$ cat src/down_timer_pkg.sv
package down_timer_pkg;

  // ---------------------------------------------------------------
  // register map, byte addresses
  // ---------------------------------------------------------------
  localparam int ADDR_W = 8;
  localparam logic [7:0] OFF_LOAD = 8'h00;
  localparam logic [7:0] OFF_VALUE = 8'h04;
  localparam logic [7:0] OFF_CONTROL = 8'h08;
  localparam logic [7:0] OFF_IRQ_CLEAR = 8'h0C;
  localparam logic [7:0] OFF_RAW_IRQ = 8'h10;
  localparam logic [7:0] OFF_MASKED_IRQ = 8'h14;
  localparam logic [7:0] OFF_DEFERRED = 8'h18;

  // ---------------------------------------------------------------
  // control field positions
  // ---------------------------------------------------------------
  localparam int BIT_RUN = 7;
  localparam int BIT_RELOAD_SELECT = 6;
  localparam int BIT_IRQ_MASK = 5;
  localparam int BIT_PRESCALE_HI = 3;
  localparam int BIT_PRESCALE_LO = 2;
  localparam int BIT_WIDTH_SELECT = 1;
  localparam int BIT_SINGLE_PASS = 0;
  localparam logic [7:0] CONTROL_WMASK = 8'hEF;

  // ---------------------------------------------------------------
  // reset values and encodings
  // ---------------------------------------------------------------
  localparam logic [7:0] CONTROL_RESET = 8'h20;
  localparam logic [31:0] LOAD_RESET = 32'h0000_0000;
  localparam logic [31:0] COUNT_RESET = 32'hFFFF_FFFF;
  localparam logic [1:0] PRESCALE_DIV1 = 2'h0;
  localparam logic [1:0] PRESCALE_DIV16 = 2'h1;
  localparam logic [3:0] DIV16_LAST = 4'hF;
  localparam logic [7:0] DIV256_LAST = 8'hFF;
  localparam logic [15:0] HALF_ZERO = 16'h0000;

  // bus request carried as one bundle
  typedef struct packed {
    logic [ADDR_W-1:0] addr;
    logic [31:0] wdata;
    logic wr;
    logic rd;
  } bus_req_type;

endpackage : down_timer_pkg

$ cat src/dual_down_counter_timer.sv
// The register offsets and the plain strobed port were decided locally.
`timescale 1ns/1ps
`default_nettype none

module dual_down_counter_timer
  import down_timer_pkg::*;
(
  // clock and reset
  input wire logic clk,
  input wire logic rstn,
  // count qualifier
  input wire logic count_clock_qualifier,
  // register bus
  input wire bus_req_type bus,
  output logic [31:0] rdata,
  // interrupt
  output logic channel_irq_out
);

  // ---------------------------------------------------------------
  // state
  // ---------------------------------------------------------------
  logic [7:0] ctrl;
  logic [31:0] reload_value_reg;
  logic [31:0] pend_value;
  logic pend;
  logic [31:0] count;
  logic [7:0] pcount;
  logic raw_flag;

  logic qual;
  logic run;
  logic periodic;
  logic single;
  logic wide;
  logic tick;
  logic at_zero;
  logic step;
  logic [31:0] dec_value;
  logic [31:0] next_count;
  logic ev;
  logic next_raw;
  logic next_mask;
  logic [31:0] view;
  logic wr_load;
  logic wr_bg;
  logic wr_ctrl;
  logic wr_clr;

  // zero test on the active width; upper half ignored when narrow
  function automatic logic hit_zero(input logic [31:0] v, input logic w);
    hit_zero = w ? (v == LOAD_RESET) : (v[15:0] == HALF_ZERO);
  endfunction : hit_zero

  // ---------------------------------------------------------------
  // decode
  // ---------------------------------------------------------------
  assign qual = count_clock_qualifier;
  assign wr_load = bus.wr && (bus.addr == OFF_LOAD);
  assign wr_bg = bus.wr && (bus.addr == OFF_DEFERRED);
  assign wr_ctrl = bus.wr && (bus.addr == OFF_CONTROL);
  assign wr_clr = bus.wr && (bus.addr == OFF_IRQ_CLEAR);
  assign run = ctrl[BIT_RUN];
  assign single = ctrl[BIT_SINGLE_PASS];
  assign periodic = ctrl[BIT_RELOAD_SELECT] && !single;
  assign wide = ctrl[BIT_WIDTH_SELECT];

  // ---------------------------------------------------------------
  // control register
  // ---------------------------------------------------------------
  // reserved bit 4 is kept at zero so it reads back zero
  always_ff @(posedge clk or negedge rstn) begin
    if (!rstn) begin
      ctrl <= CONTROL_RESET;
    end else if (wr_ctrl) begin
      ctrl <= bus.wdata[7:0] & CONTROL_WMASK;
    end
  end

  // ---------------------------------------------------------------
  // load and deferred load
  // ---------------------------------------------------------------
  // both writes land in the load register; only a direct write is
  // queued for the counter, so a deferred write never disturbs it
  always_ff @(posedge clk or negedge rstn) begin
    if (!rstn) begin
      reload_value_reg <= LOAD_RESET;
    end else if (wr_load || wr_bg) begin
      reload_value_reg <= bus.wdata;
    end
  end

  // pending direct load; a new write wins over the apply edge
  always_ff @(posedge clk or negedge rstn) begin
    if (!rstn) begin
      pend <= 1'b0;
      pend_value <= LOAD_RESET;
    end else if (wr_load) begin
      pend <= 1'b1;
      pend_value <= bus.wdata;
    end else if (qual) begin
      pend <= 1'b0;
    end
  end

  // ---------------------------------------------------------------
  // prescaler
  // ---------------------------------------------------------------
  // runs only on qualified edges; restarted by a load so the first
  // interval after a load is whole
  always_ff @(posedge clk or negedge rstn) begin
    if (!rstn) begin
      pcount <= 8'h00;
    end else if (qual) begin
      pcount <= pend ? 8'h00 : pcount + 8'h01;
    end
  end

  // code 11 is undefined; it falls to the slowest rate
  always_comb begin
    case (ctrl[BIT_PRESCALE_HI:BIT_PRESCALE_LO])
      PRESCALE_DIV1: tick = 1'b1;
      PRESCALE_DIV16: tick = (pcount[3:0] == DIV16_LAST);
      default: tick = (pcount == DIV256_LAST);
    endcase
  end

  // ---------------------------------------------------------------
  // counter next value
  // ---------------------------------------------------------------
  assign at_zero = hit_zero(count, wide);
  // one-shot sits at zero until reprogrammed
  assign step = qual && run && tick && !(single && at_zero);

  always_comb begin
    // narrow decrement leaves the upper half untouched; loads and reloads write all 32 bits
    if (wide) begin
      dec_value = count - 32'h0000_0001;
    end else begin
      dec_value = {count[31:16], count[15:0] - 16'h0001};
    end
    next_count = count;
    ev = 1'b0;
    if (qual && pend) begin
      next_count = pend_value;
      ev = hit_zero(pend_value, wide);
    end else if (step) begin
      ev = hit_zero(dec_value, wide);
      if (periodic && ev) begin
        next_count = reload_value_reg;
      end else begin
        next_count = dec_value;
      end
    end
  end

  always_ff @(posedge clk or negedge rstn) begin
    if (!rstn) begin
      count <= COUNT_RESET;
    end else begin
      count <= next_count;
    end
  end

  // ---------------------------------------------------------------
  // interrupt flag and output
  // ---------------------------------------------------------------
  // a zero event in the clearing cycle survives the clear
  assign next_raw = ev || (raw_flag && !wr_clr);
  assign next_mask = wr_ctrl ? bus.wdata[BIT_IRQ_MASK] : ctrl[BIT_IRQ_MASK];

  always_ff @(posedge clk or negedge rstn) begin
    if (!rstn) begin
      raw_flag <= 1'b0;
    end else begin
      raw_flag <= next_raw;
    end
  end

  // registered from next values so output always equals flag and mask
  always_ff @(posedge clk or negedge rstn) begin
    if (!rstn) begin
      channel_irq_out <= 1'b0;
    end else begin
      channel_irq_out <= next_raw && next_mask;
    end
  end

  // ---------------------------------------------------------------
  // read port
  // ---------------------------------------------------------------
  // a queued load shows at once, ahead of the counter edge
  assign view = pend ? pend_value : count;

  always_ff @(posedge clk or negedge rstn) begin
    if (!rstn) begin
      rdata <= 32'h0000_0000;
    end else if (bus.rd) begin
      case (bus.addr)
        OFF_LOAD: rdata <= reload_value_reg;
        OFF_DEFERRED: rdata <= reload_value_reg;
        OFF_VALUE: rdata <= view;
        OFF_CONTROL: rdata <= {24'h00_0000, ctrl};
        OFF_RAW_IRQ: rdata <= {31'h0, raw_flag};
        OFF_MASKED_IRQ: rdata <= {31'h0, channel_irq_out};
        default: rdata <= 32'h0000_0000;
      endcase
    end else begin
      rdata <= 32'h0000_0000;
    end
  end
endmodule : dual_down_counter_timer

`default_nettype wire

$ cat config.mk
export PLATFORM = sky130hd
export DESIGN_NAME = dual_down_counter_timer
export DESIGN_NICKNAME = d
export VERILOG_FILES = /design/src/down_timer_pkg.sv /design/src/dual_down_counter_timer.sv
export SDC_FILE = /design/constraint.sdc
export NUM_CORES = 1
export LEC_CHECK = 0
export BUFFER_PORTS_ARGS = -buffer_cell sky130_fd_sc_hd__buf_2
export CAP_MARGIN = 10
export CORE_ASPECT_RATIO = 0.9
export CORE_UTILIZATION = 59
export DETAILED_ROUTE_END_ITERATION = 10
export PLACE_DENSITY = 0.77
export REMOVE_ABC_BUFFERS = 1
export SLEW_MARGIN = 20
export SYNTH_ARGS = -nofsm -noshare
export SYNTH_HDL_FRONTEND = slang
export SYNTH_SLANG_ARGS = --single-unit
$ cat constraint.sdc
create_clock -name clk -period 4.8 [get_ports clk]
set_input_delay 0.96 -clock clk [delete_from_list [all_inputs] [get_ports clk]]
set_output_delay 0.96 -clock clk [all_outputs]
set_load 0.03 [all_outputs]
==> metrics, run 1 <==
Core ar.=12690 µm²; cells after synthesis=723; placed inst area=8163 µm²; TritonCTS clock tree=yes; max-cap violations=0; first-pass GRT wire length=32060 µm; Multi-input gate area=3702 µm²; final cell count without fillers=960; initial DRC count=424; critical path class=flop to flop; CP max FO=16; clk_skew=0.006596 ns; yosys warns=0; NumNets Final=831; post-synthesis register bit count=146; Slew HR=39.31%; Hold WC Path Type=primary input to asynchronous set/reset pin; num rows=39; antenna diode count=0; share of synthesized registers carrying an async set or reset=100.0%; Root Driver=clkbuf_16; Final Cell Area=8836 µm²; latest clock arrival within the worst-skew pair=0.43 ns; # setup viols final=0; synthesized area=7645 µm²; Ports=78; share of the synthesized area in the top cell type=36.99%; CP endpoint kind=flop; largest net degree at the start of global routing=69; Design Power=3.779 mW; Die Height=110.0 µm; Critical Path AT=4.59 ns; max-slew violation count=0; final core occ=69.65%; wire per inst=20.74 µm; vias in the first global route=6239; CTS Buf Count=17; Final Hold Viols=0; Area Growth Syn to Fin=15.58%; vias per cell=6.397; Reg area=3695 µm²; Post-CTS Setup Bufs=0; Clock transition at path regs=0.06 ns; dpl ws=0.6237 ns; fill count=925; cell type with the highest aggregate area in the netlist=dfrtp_1; die area=13420 µm²; # DRC=0; drt total wl=19910 µm; VDD IR max=0.3072 mV; DR vias=6141; slew of the pin with the lowest slew margin=0.9082 ns; CTS Buffer Depth=2; main flop type after synthesis=dfrtp_1; Distinct cells, synth=54; worst hold slack=0.5298 ns; Detail Route Antenna Nets=0; nature of the critical path startpoint=flop; all-layer global routing usage=31.82%; post_cts resized=0; Placed Cells=928; Initial Util=60.26%; status=finished, final reports clean; register area share after synthesis=48.33%; leakage power=4.020 nW; die width=122.0 µm; RSZ-0062 raised after global routing=false; final HPWL from detailed placement=12990 µm; fin crit period=4.248 ns; synth top area cells=dfrtp_1 37%, mux2_2 15%, dfstp_2 11%; input/output buffers=77; First-pass DRT Iterations=5; Power Density=427.7 nW/µm²; Peak Freq=235.4 MHz; gpl congestion=0.8804; worst path required time=5.15 ns; Post-synth EDFFs=0; fraction of layout cells with a size suffix above 1=34.17%; Clock Sink Count=146; syn avg cell area=10.57 µm²; Final TNS setup=0 ns; final worst-path cycle share=88.50%; Hold Buf Count CTS=0; Setup WS post-layout=0.5521 ns; H-tree levels=4; initial antenna violation count=0; gr ovfl total=0
final cells by class:
cell class / instances / share of cell area (%)
clock buffers: 24 / 5.678
inverters: 9 / 0.3823
multi-input cells: 514 / 41.90
flip-flops and latches: 146 / 41.82
clock inverters: 8 / 1.940
well taps: 164 / 2.322
repair buffers: 95 / 5.961
report_power, final:
group | leakage, nW | internal (mW) | switching, mW
sequential | 1.89 | 1.42 | 0.224
clock | 0.327 | 0.992 | 0.512
combinational | 1.81 | 0.288 | 0.343
critical path: stages (launching register included):
cell	delay [ns]
dfstp_2	0.38
inv_1	0.09
ha_1	0.31
or4b_1	0.79
or4_1	0.53
o31a_1	0.26
a211oi_1	0.26
nand4_1	0.20
o41ai_4	0.55
buf_4	0.27
mux2_2	0.34
o21ai_0	0.17
cells in the mapped netlist, drive strengths merged, types with 16 or more instances:
| cell type | count |
|---|---|
| nor4 | 23 |
| o21ai | 22 |
| dfrtp | 113 |
| dfstp | 33 |
| a22oi | 31 |
| nand2 | 31 |
| a21oi | 29 |
| and3 | 17 |
| nor3 | 45 |
| mux2i | 16 |
| nor2 | 65 |
| clkbuf | 44 |
| mux2 | 104 |
| xor2 | 18 |
cell usage in the layout (no fill, tap or decap), types with 8 or more instances in the layout:
cell type / synthesis / layout
buf_2: 3 / 76
o21ai_0: 9 / 9
nand3_1: 10 / 10
xnor2_1: 11 / 11
nand2_1: 31 / 31
xor2_1: 18 / 18
clkbuf_16: 0 / 17
buf_4: 0 / 18
dfrtp_1: 113 / 113
and3_1: 17 / 17
dfstp_2: 33 / 33
mux2_2: 104 / 104
o21ai_1: 13 / 13
nand4_1: 8 / 8
or4_1: 8 / 8
nor2_1: 65 / 65
a22oi_1: 31 / 31
inv_1: 9 / 9
mux2i_1: 16 / 16
nor3_1: 45 / 43
nor4_1: 23 / 23
a211oi_1: 12 / 12
a21oi_1: 29 / 29
per-layer routing:
layer	vias to the layer above	share of wire, %	global-route usage (%)
met5	-	0	0
met2	274	51	54.48
met1	3054	42	39.17
li1	2776	-	-
met3	37	5.3	6.173
met4	0	2.3	14.37
kinds of logic (layout without fill, tap and decap cells):
family	Yosys count	count (layout)	synth area share (%)
AO/OA/AOI/OAI	122	122	10.90
XOR/XNOR	29	29	3.322
adder cells (fa/ha/maj)	3	3	0.4911
buffers and inverters	63	136	3.437
flip-flops	146	146	48.33
multiplexers	120	120	17.41
AND/OR/NAND/NOR	240	240	16.10
worst paths after layout:
| check | start | slack (ns) | end | cells after the start |
|---|---|---|---|---|
| setup / recovery | count[1] | 0.55 | count[16] | 11 |
| hold / removal | rstn | 0.53 | reload_value_reg[28] | 1 |
| setup reg to reg | count[1] | 0.55 | count[16] | 11 |
| hold reg to reg | pend_value[15] | 0.54 | pend_value[15] | 1 |
| max in group asynchronous | rstn | 3.25 | count[10] | 2 |
| min in group clk | pend_value[15] | 0.54 | pend_value[15] | 1 |
(Power assumes the default switching activity.)
==> inputs of run 2 (changes only) <==
--- a/config.mk
+++ b/config.mk
@@ -8,9 +8,9 @@
 export BUFFER_PORTS_ARGS = -buffer_cell sky130_fd_sc_hd__buf_2
 export CAP_MARGIN = 10
 export CORE_ASPECT_RATIO = 0.9
-export CORE_UTILIZATION = 59
+export CORE_UTILIZATION = 54
 export DETAILED_ROUTE_END_ITERATION = 10
-export PLACE_DENSITY = 0.77
+export PLACE_DENSITY = 0.74
 export REMOVE_ABC_BUFFERS = 1
 export SLEW_MARGIN = 20
 export SYNTH_ARGS = -nofsm -noshare
==> constraint.sdc (replaced) <==
create_clock -name clk -period 3.4 [get_ports clk]
set_input_delay 0.68 -clock clk [delete_from_list [all_inputs] [get_ports clk]]
set_output_delay 0.68 -clock clk [all_outputs]
set_load 0.03 [all_outputs]
==> run 2 against run 1 <==
Compared with the run above: total power increased by 46%; critical path depth decreased by 2; final cell count increased by 6.8%; combinational power increased by 89%; cell area increased by 5.0%; clock power increased by 39%; highest routed layer unchanged; first-iteration DRC count decreased by 3.5%; utilization decreased by 1.2 points; wire length decreased by 0.84%; hold slack got worse by 0.30 ns.
==> metrics, run 2 (synthesized netlist as in run 1, its figures left out) <==
status=finished, final reports clean (unchanged); Core ar.=13560 µm² (was 12690 µm²); final worst-path cycle share=95.47% (was 88.50%); num rows=40 (was 39); largest net degree at the start of global routing=62 (was 69); Hold WC Path Type=primary input to asynchronous set/reset pin (unchanged); VDD IR max=0.4464 mV (was 0.3072 mV); first-pass GRT wire length=32550 µm (was 32060 µm); drt total wl=19740 µm (was 19910 µm); Critical Path AT=3.60 ns (was 4.59 ns); all-layer global routing usage=29.16% (was 31.82%); # DRC=0 (unchanged); latest clock arrival within the worst-skew pair=0.43 ns (about the same); input/output buffers=77 (unchanged); CTS Buf Count=17 (unchanged); Die Height=114.9 µm (was 110.0 µm); reg2reg setup slack=0.15 ns (was 0.55 ns); Hold Buf Count CTS=0 (unchanged); Final Cell Area=9280 µm² (was 8836 µm²); nature of the critical path startpoint=flop (unchanged); antenna diode count=0 (unchanged); # setup viols final=0 (unchanged); final core occ=68.42% (was 69.65%); vias per cell=5.998 (was 6.397); die area=14640 µm² (was 13420 µm²); Design Power=5.516 mW (was 3.779 mW); First-pass DRT Iterations=5 (unchanged); Ports=78 (unchanged); placed inst area=8504 µm² (was 8163 µm²); DR vias=6148 (was 6141); TritonCTS clock tree=yes (unchanged); final cell count without fillers=1025 (was 960); fraction of layout cells with a size suffix above 1=39.35% (was 34.17%); crit-path cells=or4_4 -> or4b_4 -> o31a_1 -> nor4_2 -> nand4_1 -> o41ai_4 -> buf_4 -> mux2_2 -> o21ai_0 (was inv_1 -> ha_1 -> or4b_1 -> or4_1 -> o31a_1 -> a211oi_1 -> nand4_1 -> o41ai_4 -> buf_4 -> mux2_2 -> o21ai_0); CP max FO=6 (was 16); vias in the first global route=6361 (was 6239); Power Density=594.3 nW/µm² (was 427.7 nW/µm²); die width=127.4 µm (was 122.0 µm); clk_skew=0.006301 ns (was 0.006596 ns); slowest stage cell, crit path=or4_4 (was or4b_1); worst hold slack=0.2253 ns (was 0.5298 ns); Area Growth Syn to Fin=21.39% (was 15.58%); H-tree levels=4 (unchanged); max-cap violations=0 (unchanged); initial DRC count=409 (was 424); worst path required time=3.75 ns (was 5.15 ns); Placed Cells=991 (was 928); Clock Sink Count=146 (unchanged); NumNets Final=871 (was 831); critical path class=flop to flop (unchanged); RSZ-0062 raised after global routing=true (was false); Detail Route Antenna Nets=0 (unchanged); slew of the pin with the lowest slew margin=0.7077 ns (was 0.9082 ns); initial antenna violation count=0 (unchanged); wire per inst=19.26 µm (was 20.74 µm); Root Driver=clkbuf_16 (unchanged); Initial Util=56.37% (was 60.26%); CP endpoint kind=flop (unchanged); final HPWL from detailed placement=13430 µm (was 12990 µm); fin crit period=3.246 ns (was 4.248 ns); gpl congestion=0.8971 (was 0.8804); max-slew violation count=0 (unchanged); Clock transition at path regs=0.06 ns (about the same); CTS Buffer Depth=2 (unchanged); commonest non-fill, non-tap cell in the layout=dfrtp_1 (unchanged); Slew HR=52.68% (was 39.31%); commonest non-fill, non-tap cells in the layout=113 x dfrtp_1, 104 x mux2_2, 76 x buf_2 (unchanged); CP max stage delay=0.54 ns (was 0.79 ns); Final Hold Viols=0 (unchanged); Peak Freq=308.1 MHz (was 235.4 MHz); leakage power=4.241 nW (was 4.020 nW); gr ovfl total=0 (unchanged)
==> run 2: cell count changes in the layout (fill, tap and decap cells not counted), moves of 3 or more <==
cell / before / now
or4_1: 8 / 5
buf_4: 18 / 52
nor4_1: 23 / 19
nor4_2: 0 / 4
or4_4: 0 / 3
buf_6: 1 / 5
==> run 2: path summary, 6_finish.rpt <==
check | from | endpoint | cells after the start
hold reg to reg | ctrl[3] | ctrl[3] | 1
setup / recovery | count[11] | count[25] | 9
setup reg to reg | count[11] | count[25] | 9
hold / removal | rstn | rdata[26] | 1
min in group clk | bus[6] | pend_value[4] | 2
max in group asynchronous | rstn | pend_value[9] | 2
==> run 2: final cells by class <==
class                      count  area [µm²]
tap                          189       236.5
timing repair buffer         135       867.1
clock inverter                 9       175.2
fill                        1025        4283
multi-input combinational    514        3775
clock buffer                  23       498.0
inverter                       9       33.78
sequential                   146        3695
==> run 2: power breakdown <==
group | switching (mW) | internal (mW) | total [mW]
clock | 0.693 | 1.40 | 2.09
sequential | 0.236 | 2.00 | 2.24
combinational | 0.628 | 0.562 | 1.19
total | 1.56 | 3.96 | 5.52
==> run 2: metrics by stage <==
step,worst slack (ns),TNS [ns]
global placement,-0.006703,-0.006703
detailed placement,-0.07705,-0.6872
CTS,0.001264,0
global route,-0.01701,-0.01701
floorplan,-1.110,-85.02
finish,0.1541,0
==> run 2: what timing repair did <==
item | 4_1_cts | 5_1_grt
gates cloned | 0 | 0
hold endpoints to repair | 0 | 0
gates resized for setup | 5 | 17
endpoints found under the setup margin | 25 | 32
pin swaps | 2 | 2
setup buffers | 0 | 2
==> run 2: worst max-delay path, delay by kind of cell, from the launching register on <==
kind	cells	cell delay (ns)
and+or+nand+nor	4	1.56
AOI/OAI and AO/OA	3	0.71
DFF	1	0.37
muxes	1	0.33
buffers and inverters	1	0.20
==> run 2: metal layers <==
metal | vias up | global-route usage (%) | routed length (µm)
li1 | 2839 | - | -
met1 | 3071 | 36.05 | 8538
met2 | 199 | 49.84 | 9841
met3 | 39 | 6.096 | 961
met4 | 0 | 12.62 | 399
met5 | - | 0 | 0
